File: src/logic/rdm_resp_consts.vh
// constants for the response type selector
`ifndef RDM_RESP_CONSTS_VH
`define RDM_RESP_CONSTS_VH
`define RT_ACK          8'h00
`define RT_ACK_TIMER    8'h01
`define RT_NACK_REASON  8'h02
`define RT_ACK_OVERFLOW 8'h03
`define CC_DISC         8'h10
`define CC_DISC_RESP    8'h11
`define CC_GET          8'h20
`define CC_GET_RESP     8'h21
`define CC_SET          8'h30
`define CC_SET_RESP     8'h31
`define PID_QUEUED      16'h0020
`define TIMER_PDL       8'h02
`define MAX_PDL         8'hE7
`define QDEPTH_LOG2     2
`endif

File: src/logic/queue_mem.v
// small queue memory for deferred replies, registered read data
`timescale 1ns/1ps
`default_nettype none
module queue_mem (
  input  wire        ref_clk,
  input  wire        wr_en,
  input  wire [1:0]  wr_addr,
  input  wire [39:0] wr_data,
  input  wire [1:0]  rd_addr,
  output reg  [39:0] rd_data
);
  reg [39:0] mem [0:3];
  always @(posedge ref_clk) begin
    if (wr_en) begin
      mem[wr_addr] <= wr_data;
    end
    rd_data <= mem[rd_addr];
  end
endmodule // queue_mem
`default_nettype wire

File: src/logic/rdm_response_type_selector.v
// response type selection, overflow tracking and deferred reply queue
`timescale 1ns/1ps
`default_nettype none
`include "rdm_resp_consts.vh"
module rdm_response_type_selector (
  input  wire        ref_clk,
  input  wire        arst_n,
  input  wire        cmd_valid,
  input  wire [7:0]  cmd_class,
  input  wire [15:0] cmd_pid,
  input  wire [15:0] cmd_sub_device,
  input  wire        cmd_checksum_ok,
  input  wire        cmd_broadcast,
  input  wire [15:0] data_total_len,
  input  wire        data_late,
  input  wire [15:0] est_time_100ms,
  input  wire        nack_req,
  input  wire        deferred_ready,
  input  wire [7:0]  deferred_class,
  input  wire [15:0] deferred_pid,
  output reg         resp_valid,
  output reg  [7:0]  resp_type,
  output reg  [7:0]  resp_class,
  output reg  [15:0] resp_pid,
  output reg  [15:0] resp_sub_device,
  output reg  [7:0]  resp_pdl,
  output reg  [15:0] resp_data_offset,
  output reg  [15:0] resp_est_time,
  output reg  [7:0]  resp_msg_count,
  output reg         resp_from_queue,
  output reg         cmd_dropped
);
  reg              ovf_active_q;
  reg  [15:0]      ovf_pid_q;
  reg  [15:0]      ovf_offset_q;
  reg  [7:0]       msg_count_q;
  reg  [1:0]       wr_ptr_q;
  reg  [1:0]       rd_ptr_q;
  reg              q_pending_q;
  reg  [15:0]      dfr_sub_q;
  reg  [7:0]       type_d;
  reg  [7:0]       pdl_d;
  reg  [15:0]      est_d;
  reg              ovf_start;
  reg              ovf_done;

  wire [39:0]      q_rd_data;
  wire             is_disc;
  wire             is_getset;
  wire             is_get;
  wire             accept;
  wire             same_ovf;
  wire [15:0]      start_off;
  wire [15:0]      remain;
  wire             q_full;
  wire             q_empty;
  wire             q_push;
  wire             q_pop;
  wire [7:0]       rsp_class;
  wire             ovf_abort;

  assign is_disc   = (cmd_class == `CC_DISC);
  assign is_get    = (cmd_class == `CC_GET);
  assign is_getset = is_get || (cmd_class == `CC_SET);
  // silent drop on checksum error or broadcast get/set
  assign accept    = cmd_valid && cmd_checksum_ok
                     && !(is_getset && cmd_broadcast);
  assign same_ovf  = ovf_active_q && is_get && (cmd_pid == ovf_pid_q);
  // a different pid or a fresh start begins at block zero
  assign start_off = same_ovf ? ovf_offset_q : 16'h0000;
  assign remain    = data_total_len - start_off;
  assign q_full    = (wr_ptr_q + 2'h1) == rd_ptr_q;
  assign q_empty   = (wr_ptr_q == rd_ptr_q);
  // a ready reply that arrives while the queue is full is not stored
  assign q_push    = deferred_ready && !q_full;
  assign q_pop     = accept && is_get && (cmd_pid == `PID_QUEUED) && !q_empty
                     && !q_pending_q;
  assign rsp_class = cmd_class + 8'h01;
  // any accepted command for another pid abandons a partial transfer
  assign ovf_abort = ovf_active_q && (cmd_pid != ovf_pid_q);

  queue_mem u_queue (
    .ref_clk (ref_clk),
    .wr_en   (q_push),
    .wr_addr (wr_ptr_q),
    .wr_data ({deferred_class, deferred_pid, dfr_sub_q}),
    .rd_addr (rd_ptr_q),
    .rd_data (q_rd_data)
  );

  // fixed priority: discovery ack, nack, timer, overflow, plain ack
  always @* begin
    type_d    = `RT_ACK;
    pdl_d     = 8'h00;
    est_d     = 16'h0000;
    ovf_start = 1'b0;
    ovf_done  = 1'b0;

    // discovery and unknown classes never see overflow, timer or nack
    if (is_disc || !is_getset) begin
      type_d = `RT_ACK;
    end else if (nack_req) begin
      type_d = `RT_NACK_REASON;
      pdl_d  = `TIMER_PDL;
    end else if (data_late) begin
      type_d = `RT_ACK_TIMER;
      pdl_d  = `TIMER_PDL;
      est_d  = est_time_100ms;
    end else if (is_get && remain > {8'h00, `MAX_PDL}) begin
      type_d    = `RT_ACK_OVERFLOW;
      pdl_d     = `MAX_PDL;
      ovf_start = 1'b1;
    end else begin
      type_d   = `RT_ACK;
      // remainder fits one block here, so its low byte is the whole length
      pdl_d    = is_get ? remain[7:0] : 8'h00;
      ovf_done = same_ovf;
    end
  end

  // one overflow transfer at a time: its pid and next block offset
  always @(posedge ref_clk or negedge arst_n) begin
    if (!arst_n) begin
      ovf_active_q <= 1'b0;
      ovf_pid_q    <= 16'h0000;
      ovf_offset_q <= 16'h0000;
    end else if (accept) begin
      if (ovf_start) begin
        // a start outranks an abort in the same cycle
        // remaining blocks wait for explicit gets, never queued
        ovf_active_q <= 1'b1;
        ovf_pid_q    <= cmd_pid;
        ovf_offset_q <= start_off + {8'h00, `MAX_PDL};
      end else if (ovf_abort || ovf_done) begin
        ovf_active_q <= 1'b0;
        ovf_offset_q <= 16'h0000;
      end
    end
  end

  // deferred reply queue: pointers and message count
  always @(posedge ref_clk or negedge arst_n) begin
    if (!arst_n) begin
      wr_ptr_q    <= 2'h0;
      rd_ptr_q    <= 2'h0;
      msg_count_q <= 8'h00;
      q_pending_q <= 1'b0;
    end else begin
      q_pending_q <= q_pop;
      if (q_push) begin
        wr_ptr_q <= wr_ptr_q + 2'h1;
      end
      // pointer moves only once the registered read has been used
      if (q_pending_q) begin
        rd_ptr_q <= rd_ptr_q + 2'h1;
      end

      // count rises when queued, falls when fetched; net zero if both
      if (q_push && !q_pop) begin
        msg_count_q <= msg_count_q + 8'h01;
      end else if (q_pop && !q_push) begin
        msg_count_q <= msg_count_q - 8'h01;
      end
    end
  end

  // response registers; a queued reply leaves one cycle late
  always @(posedge ref_clk or negedge arst_n) begin
    if (!arst_n) begin
      dfr_sub_q        <= 16'h0000;
      resp_valid       <= 1'b0;
      resp_type        <= 8'h00;
      resp_class       <= 8'h00;
      resp_pid         <= 16'h0000;
      resp_sub_device  <= 16'h0000;
      resp_pdl         <= 8'h00;
      resp_data_offset <= 16'h0000;
      resp_est_time    <= 16'h0000;
      resp_msg_count   <= 8'h00;
      resp_from_queue  <= 1'b0;
      cmd_dropped      <= 1'b0;
    end else begin
      resp_valid      <= 1'b0;
      resp_from_queue <= 1'b0;
      // dropped commands leave the reply fields untouched
      cmd_dropped     <= cmd_valid && !accept;

      if (q_pending_q) begin
        resp_valid       <= 1'b1;
        resp_from_queue  <= 1'b1;
        resp_type        <= `RT_ACK;
        resp_class       <= q_rd_data[39:32];
        resp_pid         <= q_rd_data[31:16];
        resp_sub_device  <= q_rd_data[15:0];
        resp_pdl         <= 8'h00;
        resp_data_offset <= 16'h0000;
        resp_est_time    <= 16'h0000;
        resp_msg_count   <= msg_count_q;
      end

      if (accept) begin
        // the queued fetch itself stays silent; its reply follows
        resp_valid       <= !q_pop;
        resp_type        <= type_d;
        resp_class       <= rsp_class;
        resp_pid         <= cmd_pid;
        resp_sub_device  <= cmd_sub_device;
        resp_pdl         <= pdl_d;
        resp_msg_count   <= msg_count_q;
        resp_data_offset <= start_off;
        resp_est_time    <= est_d;
        // only the latest timer's sub-device is kept for the queued reply
        if (type_d == `RT_ACK_TIMER) begin
          dfr_sub_q <= cmd_sub_device;
        end
      end
    end
  end
endmodule // rdm_response_type_selector
`default_nettype wire

File: config.mk
export PLATFORM = sky130hd
export DESIGN_NAME = rdm_response_type_selector
export DESIGN_NICKNAME = d
export VERILOG_FILES = /design/src/logic/queue_mem.v /design/src/logic/rdm_response_type_selector.v
export VERILOG_INCLUDE_DIRS = /design/src /design/src/logic
export SDC_FILE = /design/constraint.sdc
export NUM_CORES = 1
export LEC_CHECK = 0
export BUFFER_PORTS_ARGS = -buffer_cell sky130_fd_sc_hd__buf_4
export CAP_MARGIN = 20
export CORE_ASPECT_RATIO = 1.75
export CORE_MARGIN = 3
export CORE_UTILIZATION = 50
export DETAILED_ROUTE_END_ITERATION = 6
export PLACE_DENSITY = 0.71
export SLEW_MARGIN = 20
export SYNTH_ARGS = -nofsm -noshare
export SYNTH_HDL_FRONTEND = slang
export SYNTH_HIERARCHICAL = 1
export SYNTH_SLANG_ARGS = --single-unit
File: constraint.sdc
create_clock -name ref_clk -period 4.75 [get_ports ref_clk]
set_input_delay 0.475 -clock ref_clk [delete_from_list [all_inputs] [get_ports ref_clk]]
set_output_delay 0.475 -clock ref_clk [all_outputs]
set_load 0.01 [all_outputs]
==> metrics, run 1 <==
Worst-Skew Late Latency 0.52 ns; first-pass GRT wire length about 53,000 µm; post-synthesis register bit count 355; Worst Skew 0.0147 ns; sequential share of the synthesized area 64.9%; Area growth syn-to-layout 24.9%; grt ovf 0; Crit. End Element flip-flop; commonest cells after routing, fill and taps aside buf_4 (283), edfxtp_1 (160), dfrtp_1 (152), nand2_1 (90), o21ai_0 (71); worst-path cell chain xnor2_1 > nand4_1 > nor4_2 > buf_4 > and3_1 > buf_4 > nand2_1 > ha_1 > and2_4 > a221oi_2 > a21oi_2 > o31a_1 > or3_1 > a211oi_2 > buf_4 > and4_4 > a211oi_4 > buf_4 > a221o_1; CTS Root Cell clkbuf_16; Worst VDD drop approximately 400 µV; CP delay by family, top simple AND/OR/NAND/NOR gates; RD Place Congestion 0.919; Tmin final 4.50 ns; Die ar. 31,400 µm²; setup ws final 0.247 ns; total power 7830 µW; final hold vios 19; Crit path top cell by count buf_4; failing checks negative hold slack; Relative slew margins between 30% and 40%; CP Max Fanout 8; deepest clock path buffer count 3; core area 28,700 µm²; Finish-stage setup viols 0; # diodes 0; CTS Sinks 355; Yosys warnings 6; die width between 100 and 150 µm; asr flop ratio synth 43.7%; share of post-route cells with drive strength above 1 34.0%; crit path DAT 4.90 ns; Largest stage delay, worst path 0.39 ns; DRC violations left 0; power per cell area 429 nW/µm²; CTS Buf Count 34; leak pwr 0.00755 µW; placed wire-length estimate 23,200 µm; initial core utilization 50.9%; CP Buf/Inv Count 4; cell area after synthesis ~15,000 µm²; Final #Nets about 1,400; status finished, violations left; antenna viol nets, final 0; I/O pins 203; Place WS -0.110 ns; die height about 230 µm; RSZ-0062 raised after global routing no; Synth cell types between 60 and 70; Buffers on Ports 196; max_cap viols 0; Synth Instances 1,006; Avg Synthesized Cell Area 14.5 µm²; initial drt markers 480; CTS tree yes; fin util between 60% and 70%; final period utilization 94.8%; Required @ worst endpoint 5.15 ns; WS Path Type flip-flop to flip-flop; Max stage delay cell, worst path dfrtp_1; Via density 5.48; initial antenna violation count 0; largest net degree at the start of global routing around 80; 1st-pass router iterations 4; Slew @ Worst Pin 1.00 ns; DR WL/cell 20.0 µm; Clk pin slew, worst setup/hold paths around 0.070 ns; Slew Viols, Final 0; post-detailed-routing wire length between 30,000 and 40,000 µm; Sum Neg Setup Slack 0 ns; via count 9,247; Startpoint Class flip-flop; Total Routing Usage GR 21.8%; worst hold slack -0.0250 ns; EDFF count, synth 160; hold crit path type input port to asynchronous set/reset pin; row count a little over 80; vias in the first global route 9,756; commonest non-fill, non-tap cell in the layout buf_4; H-tree levels 2; Top FF cell, synth edfxtp_1; achievable clock frequency 0.222 GHz
==> synth_stat cells, drive strengths merged, types with 16 or more instances <==
cell    count  share of area [%]
edfxtp    160                 33
mux4       40                6.2
nor2       32               0.82
xnor2      37                2.2
o21ai      72                2.5
nand2      90                2.3
buf        23                1.3
a21oi      23               0.81
mux2i      38                2.6
nand3b     16               0.82
dfrtp     155                 27
ha         27                2.3
a22o       19                1.1
clkbuf     26               0.67
mux2       42                3.2
inv        18               0.46
dfxtp      40                5.5
==> routing by layer <==
layer | part of all wire (%) | track usage, % | up-vias
li1 | - | - | 4306
met1 | 37 | 25.4 | 4605
met2 | 54 | 39.2 | 254
met3 | 4.4 | 3.58 | 82
met4 | 4.5 | 9.96 | 0
met5 | 0 | 0 | -
==> final timing paths <==
kind | start | cells past startpoint | slack [ns] | endpoint
max in group asynchronous | arst_n | 2 | 3.71 | resp_data_offset[5]$_DFFE_PN0P_
min in group ref_clk | deferred_pid[3] | 1 | 0.15 | u_queue/mem[3][19]$_DFFE_PP_
setup / recovery | ovf_pid_q[2]$_DFFE_PN0P_ | 19 | 0.25 | ovf_offset_q[7]$_DFFE_PN0P_
setup reg to reg | ovf_pid_q[2]$_DFFE_PN0P_ | 19 | 0.25 | ovf_offset_q[7]$_DFFE_PN0P_
hold / removal | arst_n | 1 | -0.03 | resp_est_time[4]$_DFFE_PN0P_
hold reg to reg | resp_pdl[7]$_DFFE_PN0P_ | 2 | 0.47 | resp_pdl[7]$_DFFE_PN0P_
==> metrics by stage <==
stage	hold WS (ns)	area [µm²]	std cells
after floorplan	0.179	14600	1011
after global placement	0.458	17000	1623
after detailed placement	0.458	17000	1623
after CTS	0.00287	18200	1685
after global routing	0.0220	18300	1687
final	-0.0250	18300	1687
==> final cells by class <==
cell class / instances / area, µm²
Clock buffer: 45 / 932
Clock inverter: 17 / 259
Fill cell: 2178 / 10500
Inverter: 18 / 67.6
Multi-Input combinational cell: 589 / 4870
Sequential cell: 355 / 9490
Tap cell: 378 / 473
Timing Repair Buffer: 285 / 2160
==> where the power goes <==
part	switching (µW)	internal, µW	leakage (µW)
sequential	167	3670	0.00387
clock	1140	1720	0.000574
combinational	607	521	0.00311
total	1910	5920	0.00755
==> flip-flops by register name, summed over array words and instances (netlist names), 2 cells and up <==
register,count
resp_class,8
resp_pid,16
rd_ptr_q,2
wr_ptr_q,2
ovf_offset_q,16
msg_count_q,8
resp_msg_count,8
ovf_pid_q,16
resp_data_offset,16
resp_est_time,16
u_queue/rd_data,40
resp_type,2
resp_pdl,8
resp_sub_device,16
dfr_sub_q,16
u_queue/mem,160
==> timing repair <==
item / 4_1_cts / 5_1_grt
hold buffers: 0 / 0
resized for setup: 0 / 8
setup endpoints to repair: 0 / 33
setup buffers: 0 / 2
==> kinds of logic after synthesis <==
group	share of synthesized area [%]
other	0.0256
DFF	64.9
AOI/OAI and AO/OA	7.90
adders and majority gates	2.58
muxes	12.0
xor gates and xnor gates	2.82
buffers and inverters	2.46
and+or+nand+nor	7.35
Power figures use the tool's default switching activity.
==> run 2: changes to the inputs <==
BUFFER_PORTS_ARGS = -buffer_cell sky130_fd_sc_hd__clkbuf_2   (was -buffer_cell sky130_fd_sc_hd__buf_4)
==> metrics, run 2 (synthesis results as in run 1) <==
status finished clean (was finished, violations left); Worst Skew 0.0139 ns (was 0.0147 ns); power per cell area 433 nW/µm² (was 429 nW/µm²); CTS tree yes (unchanged); core area 28,700 µm² (unchanged); achievable clock frequency 0.223 GHz (was 0.222 GHz); CP delay by family, top simple AND/OR/NAND/NOR gates (unchanged); CTS Buf Count 31 (was 34); Comb power frac 13.8% (was 14.4%); Slew @ Worst Pin 0.779 ns (was 1.00 ns); placed wire-length estimate 22,900 µm (was 23,200 µm); worst-path cell chain xnor2_2 > nand4_1 > nor4_2 > buf_4 > and3_4 > nand2_1 > inv_1 > ha_1 > inv_1 > fa_1 > a21oi_2 > o221ai_1 > a21oi_1 > o311ai_0 > xnor2_1 > and4_2 > buf_4 > nand3_1 > o21ai_0 > buf_4 > nand2_1 (was xnor2_1 > nand4_1 > nor4_2 > buf_4 > and3_1 > buf_4 > nand2_1 > ha_1 > and2_4 > a221oi_2 > a21oi_2 > o31a_1 > or3_1 > a211oi_2 > buf_4 > and4_4 > a211oi_4 > buf_4 > a221o_1); max_cap viols 0 (unchanged); Sw Ratio 24.1% (was 24.4%); power share of the clock group 36.7% (was 36.6%); Worst-Skew Late Latency 0.57 ns (was 0.52 ns); setup ws final 0.266 ns (was 0.247 ns); initial antenna violation count 2 (was 0); Clk pin slew, worst setup/hold paths 0.06 ns (was 0.07 ns); Slew Viols, Final 0 (unchanged); RSZ-0062 raised after global routing no (unchanged); final hold vios 0 (was 19); WS Path Type flip-flop to flip-flop (unchanged); die height 232 µm (unchanged); fin cells 1,700 (was 1,687); hold crit path type input port to flip-flop (was input port to asynchronous set/reset pin); CTS Root Cell clkbuf_16 (unchanged); Sequential Power Share 49.5% (was 49.0%); Largest stage delay, worst path 0.45 ns (was 0.39 ns); max FFs per register 160 (unchanged); DRC violations left 0 (unchanged); Int Power 5870 µW (was 5920 µW); die width 135 µm (unchanged); antenna viol nets, final 0 (unchanged); Worst VDD drop 361 µV (was 397 µV); I/O pins 203 (unchanged); Relative slew margins 48.1% (was 32.9%); post-detailed-routing wire length 33,300 µm (was 33,700 µm); Critical Path Start ovf_pid_q[11]$_DFFE_PN0P_ (was ovf_pid_q[2]$_DFFE_PN0P_); Startpoint Class flip-flop (unchanged); Final Instance Area 17,900 µm² (was 18,300 µm²); DR WL/cell 19.6 µm (was 20.0 µm); Finish-stage setup viols 0 (unchanged); Via density 5.46 (was 5.48); RD Place Congestion 0.932 (was 0.919); via count 9,280 (was 9,247); Final #Nets 1,428 (was 1,416); commonest cells after routing, fill and taps aside clkbuf_2 (195), edfxtp_1 (160), dfrtp_1 (152), buf_4 (101), nand2_1 (90) (was buf_4 (283), edfxtp_1 (160), dfrtp_1 (152), nand2_1 (90), o21ai_0 (71)); Sum Neg Setup Slack 0 ns (unchanged); deepest clock path buffer count 3 (unchanged); final period utilization 94.4% (was 94.8%); initial drt markers 423 (was 480); largest net degree at the start of global routing 77 (was 78); 1st-pass router iterations 4 (unchanged); row count 82 (unchanged); Crit path top cell by count buf_4 (unchanged); Max stage delay cell, worst path fa_1 (was dfrtp_1); crit path DAT 4.94 ns (was 4.90 ns); grt ovf 0 (unchanged); Placed Area 16,600 µm² (was 17,000 µm²); Cell Count Post-Placement 1,636 (was 1,623); CP Buf/Inv Count 5 (was 4); leak pwr 0.00749 µW (was 0.00755 µW); Buffers on Ports 196 (unchanged); Place WS -0.233 ns (was -0.110 ns); worst r2r src ovf_pid_q[11]$_DFFE_PN0P_ (was ovf_pid_q[2]$_DFFE_PN0P_); Area growth syn-to-layout 22.4% (was 24.9%); H-tree levels 1 (was 2); first-pass GRT wire length 52,000 µm (was 53,100 µm); CP Max Fanout 3 (was 8); Crit. End Element flip-flop (unchanged); switching pwr 1870 µW (was 1910 µW); Total Routing Usage GR 21.2% (was 21.8%); Die ar. 31,400 µm² (unchanged); initial core utilization 50.9% (unchanged); share of post-route cells with drive strength above 1 34.9% (was 34.0%); CTS Sinks 355 (unchanged); commonest non-fill, non-tap cell in the layout clkbuf_2 (was buf_4); top flop regs u_queue/mem x160, u_queue/rd_data x40 (unchanged); hold path start deferred_pid[1]; vias in the first global route 9,691 (was 9,756); Required @ worst endpoint 5.21 ns (was 5.15 ns); Layout fillers 2,252 (was 2,178); Tmin final 4.48 ns (was 4.50 ns); Top reg by flops u_queue/mem (unchanged)
[run 2: path summary, 6_finish.rpt]
| kind | end | slack [ns] | cells past startpoint |
|---|---|---|---|
| worst max register to register | resp_pdl[7]$_DFFE_PN0P_ | 0.27 | 21 |
| worst min-delay path | u_queue/mem[0][17]$_DFFE_PP_ | 0.12 | 1 |
| max in group asynchronous | q_pending_q$_DFF_PN0_ | 3.16 | 3 |
| worst max-delay path | resp_pdl[7]$_DFFE_PN0P_ | 0.27 | 21 |
| min in group asynchronous | resp_est_time[4]$_DFFE_PN0P_ | 0.50 | 2 |
| worst min register to register | resp_pdl[2]$_DFFE_PN0P_ | 0.47 | 2 |
[run 2: per-layer routing]
| metal | GRT usage [%] | routed length, µm |
|---|---|---|
| met3 | 3.49 | 1670 |
| met5 | 0 | 0 |
| met2 | 37.9 | 17600 |
| met1 | 25.3 | 12800 |
| met4 | 8.48 | 1240 |
[run 2: timing repair]
action,4_1_cts,5_1_grt
hold endpoints to repair,74,0
hold buffers,1,0
pin swaps,1,3
setup endpoints to repair,1,42
resized for setup,0,14
setup buffers,2,1
[run 2: cell type report]
cell class	count	area [µm²]	share of cell area [%]
clock buffers	37	838	4.69
well taps	378	473	2.64
diodes	2	5.00	0.0280
clock inverters	21	337	1.88
multi-input cells	589	4900	27.4
flip-flops and latches	355	9490	53.1
inverters	18	67.6	0.378
repair buffers	300	1780	9.96
[run 2: metrics by stage]
step | utilization [%] | total power, µW | hold WS [ns]
after global routing | 62.3 | 8090 | 0.106
after detailed placement | 57.8 | 4970 | 0.457
after floorplan | - | 4500 | 0.179
after global placement | 57.8 | 4930 | 0.454
final | 62.3 | 7740 | 0.119
after CTS | 62.0 | 7840 | 0.0852
[run 2: power by group through the flow]
stage	clock, µW	sequential, µW	combinational [µW]
after floorplan	0	3900	607
after global placement	0	3870	1060
after detailed placement	0	3900	1080
after CTS	2920	3840	1080
after global routing	3030	3870	1190
final	2840	3830	1070
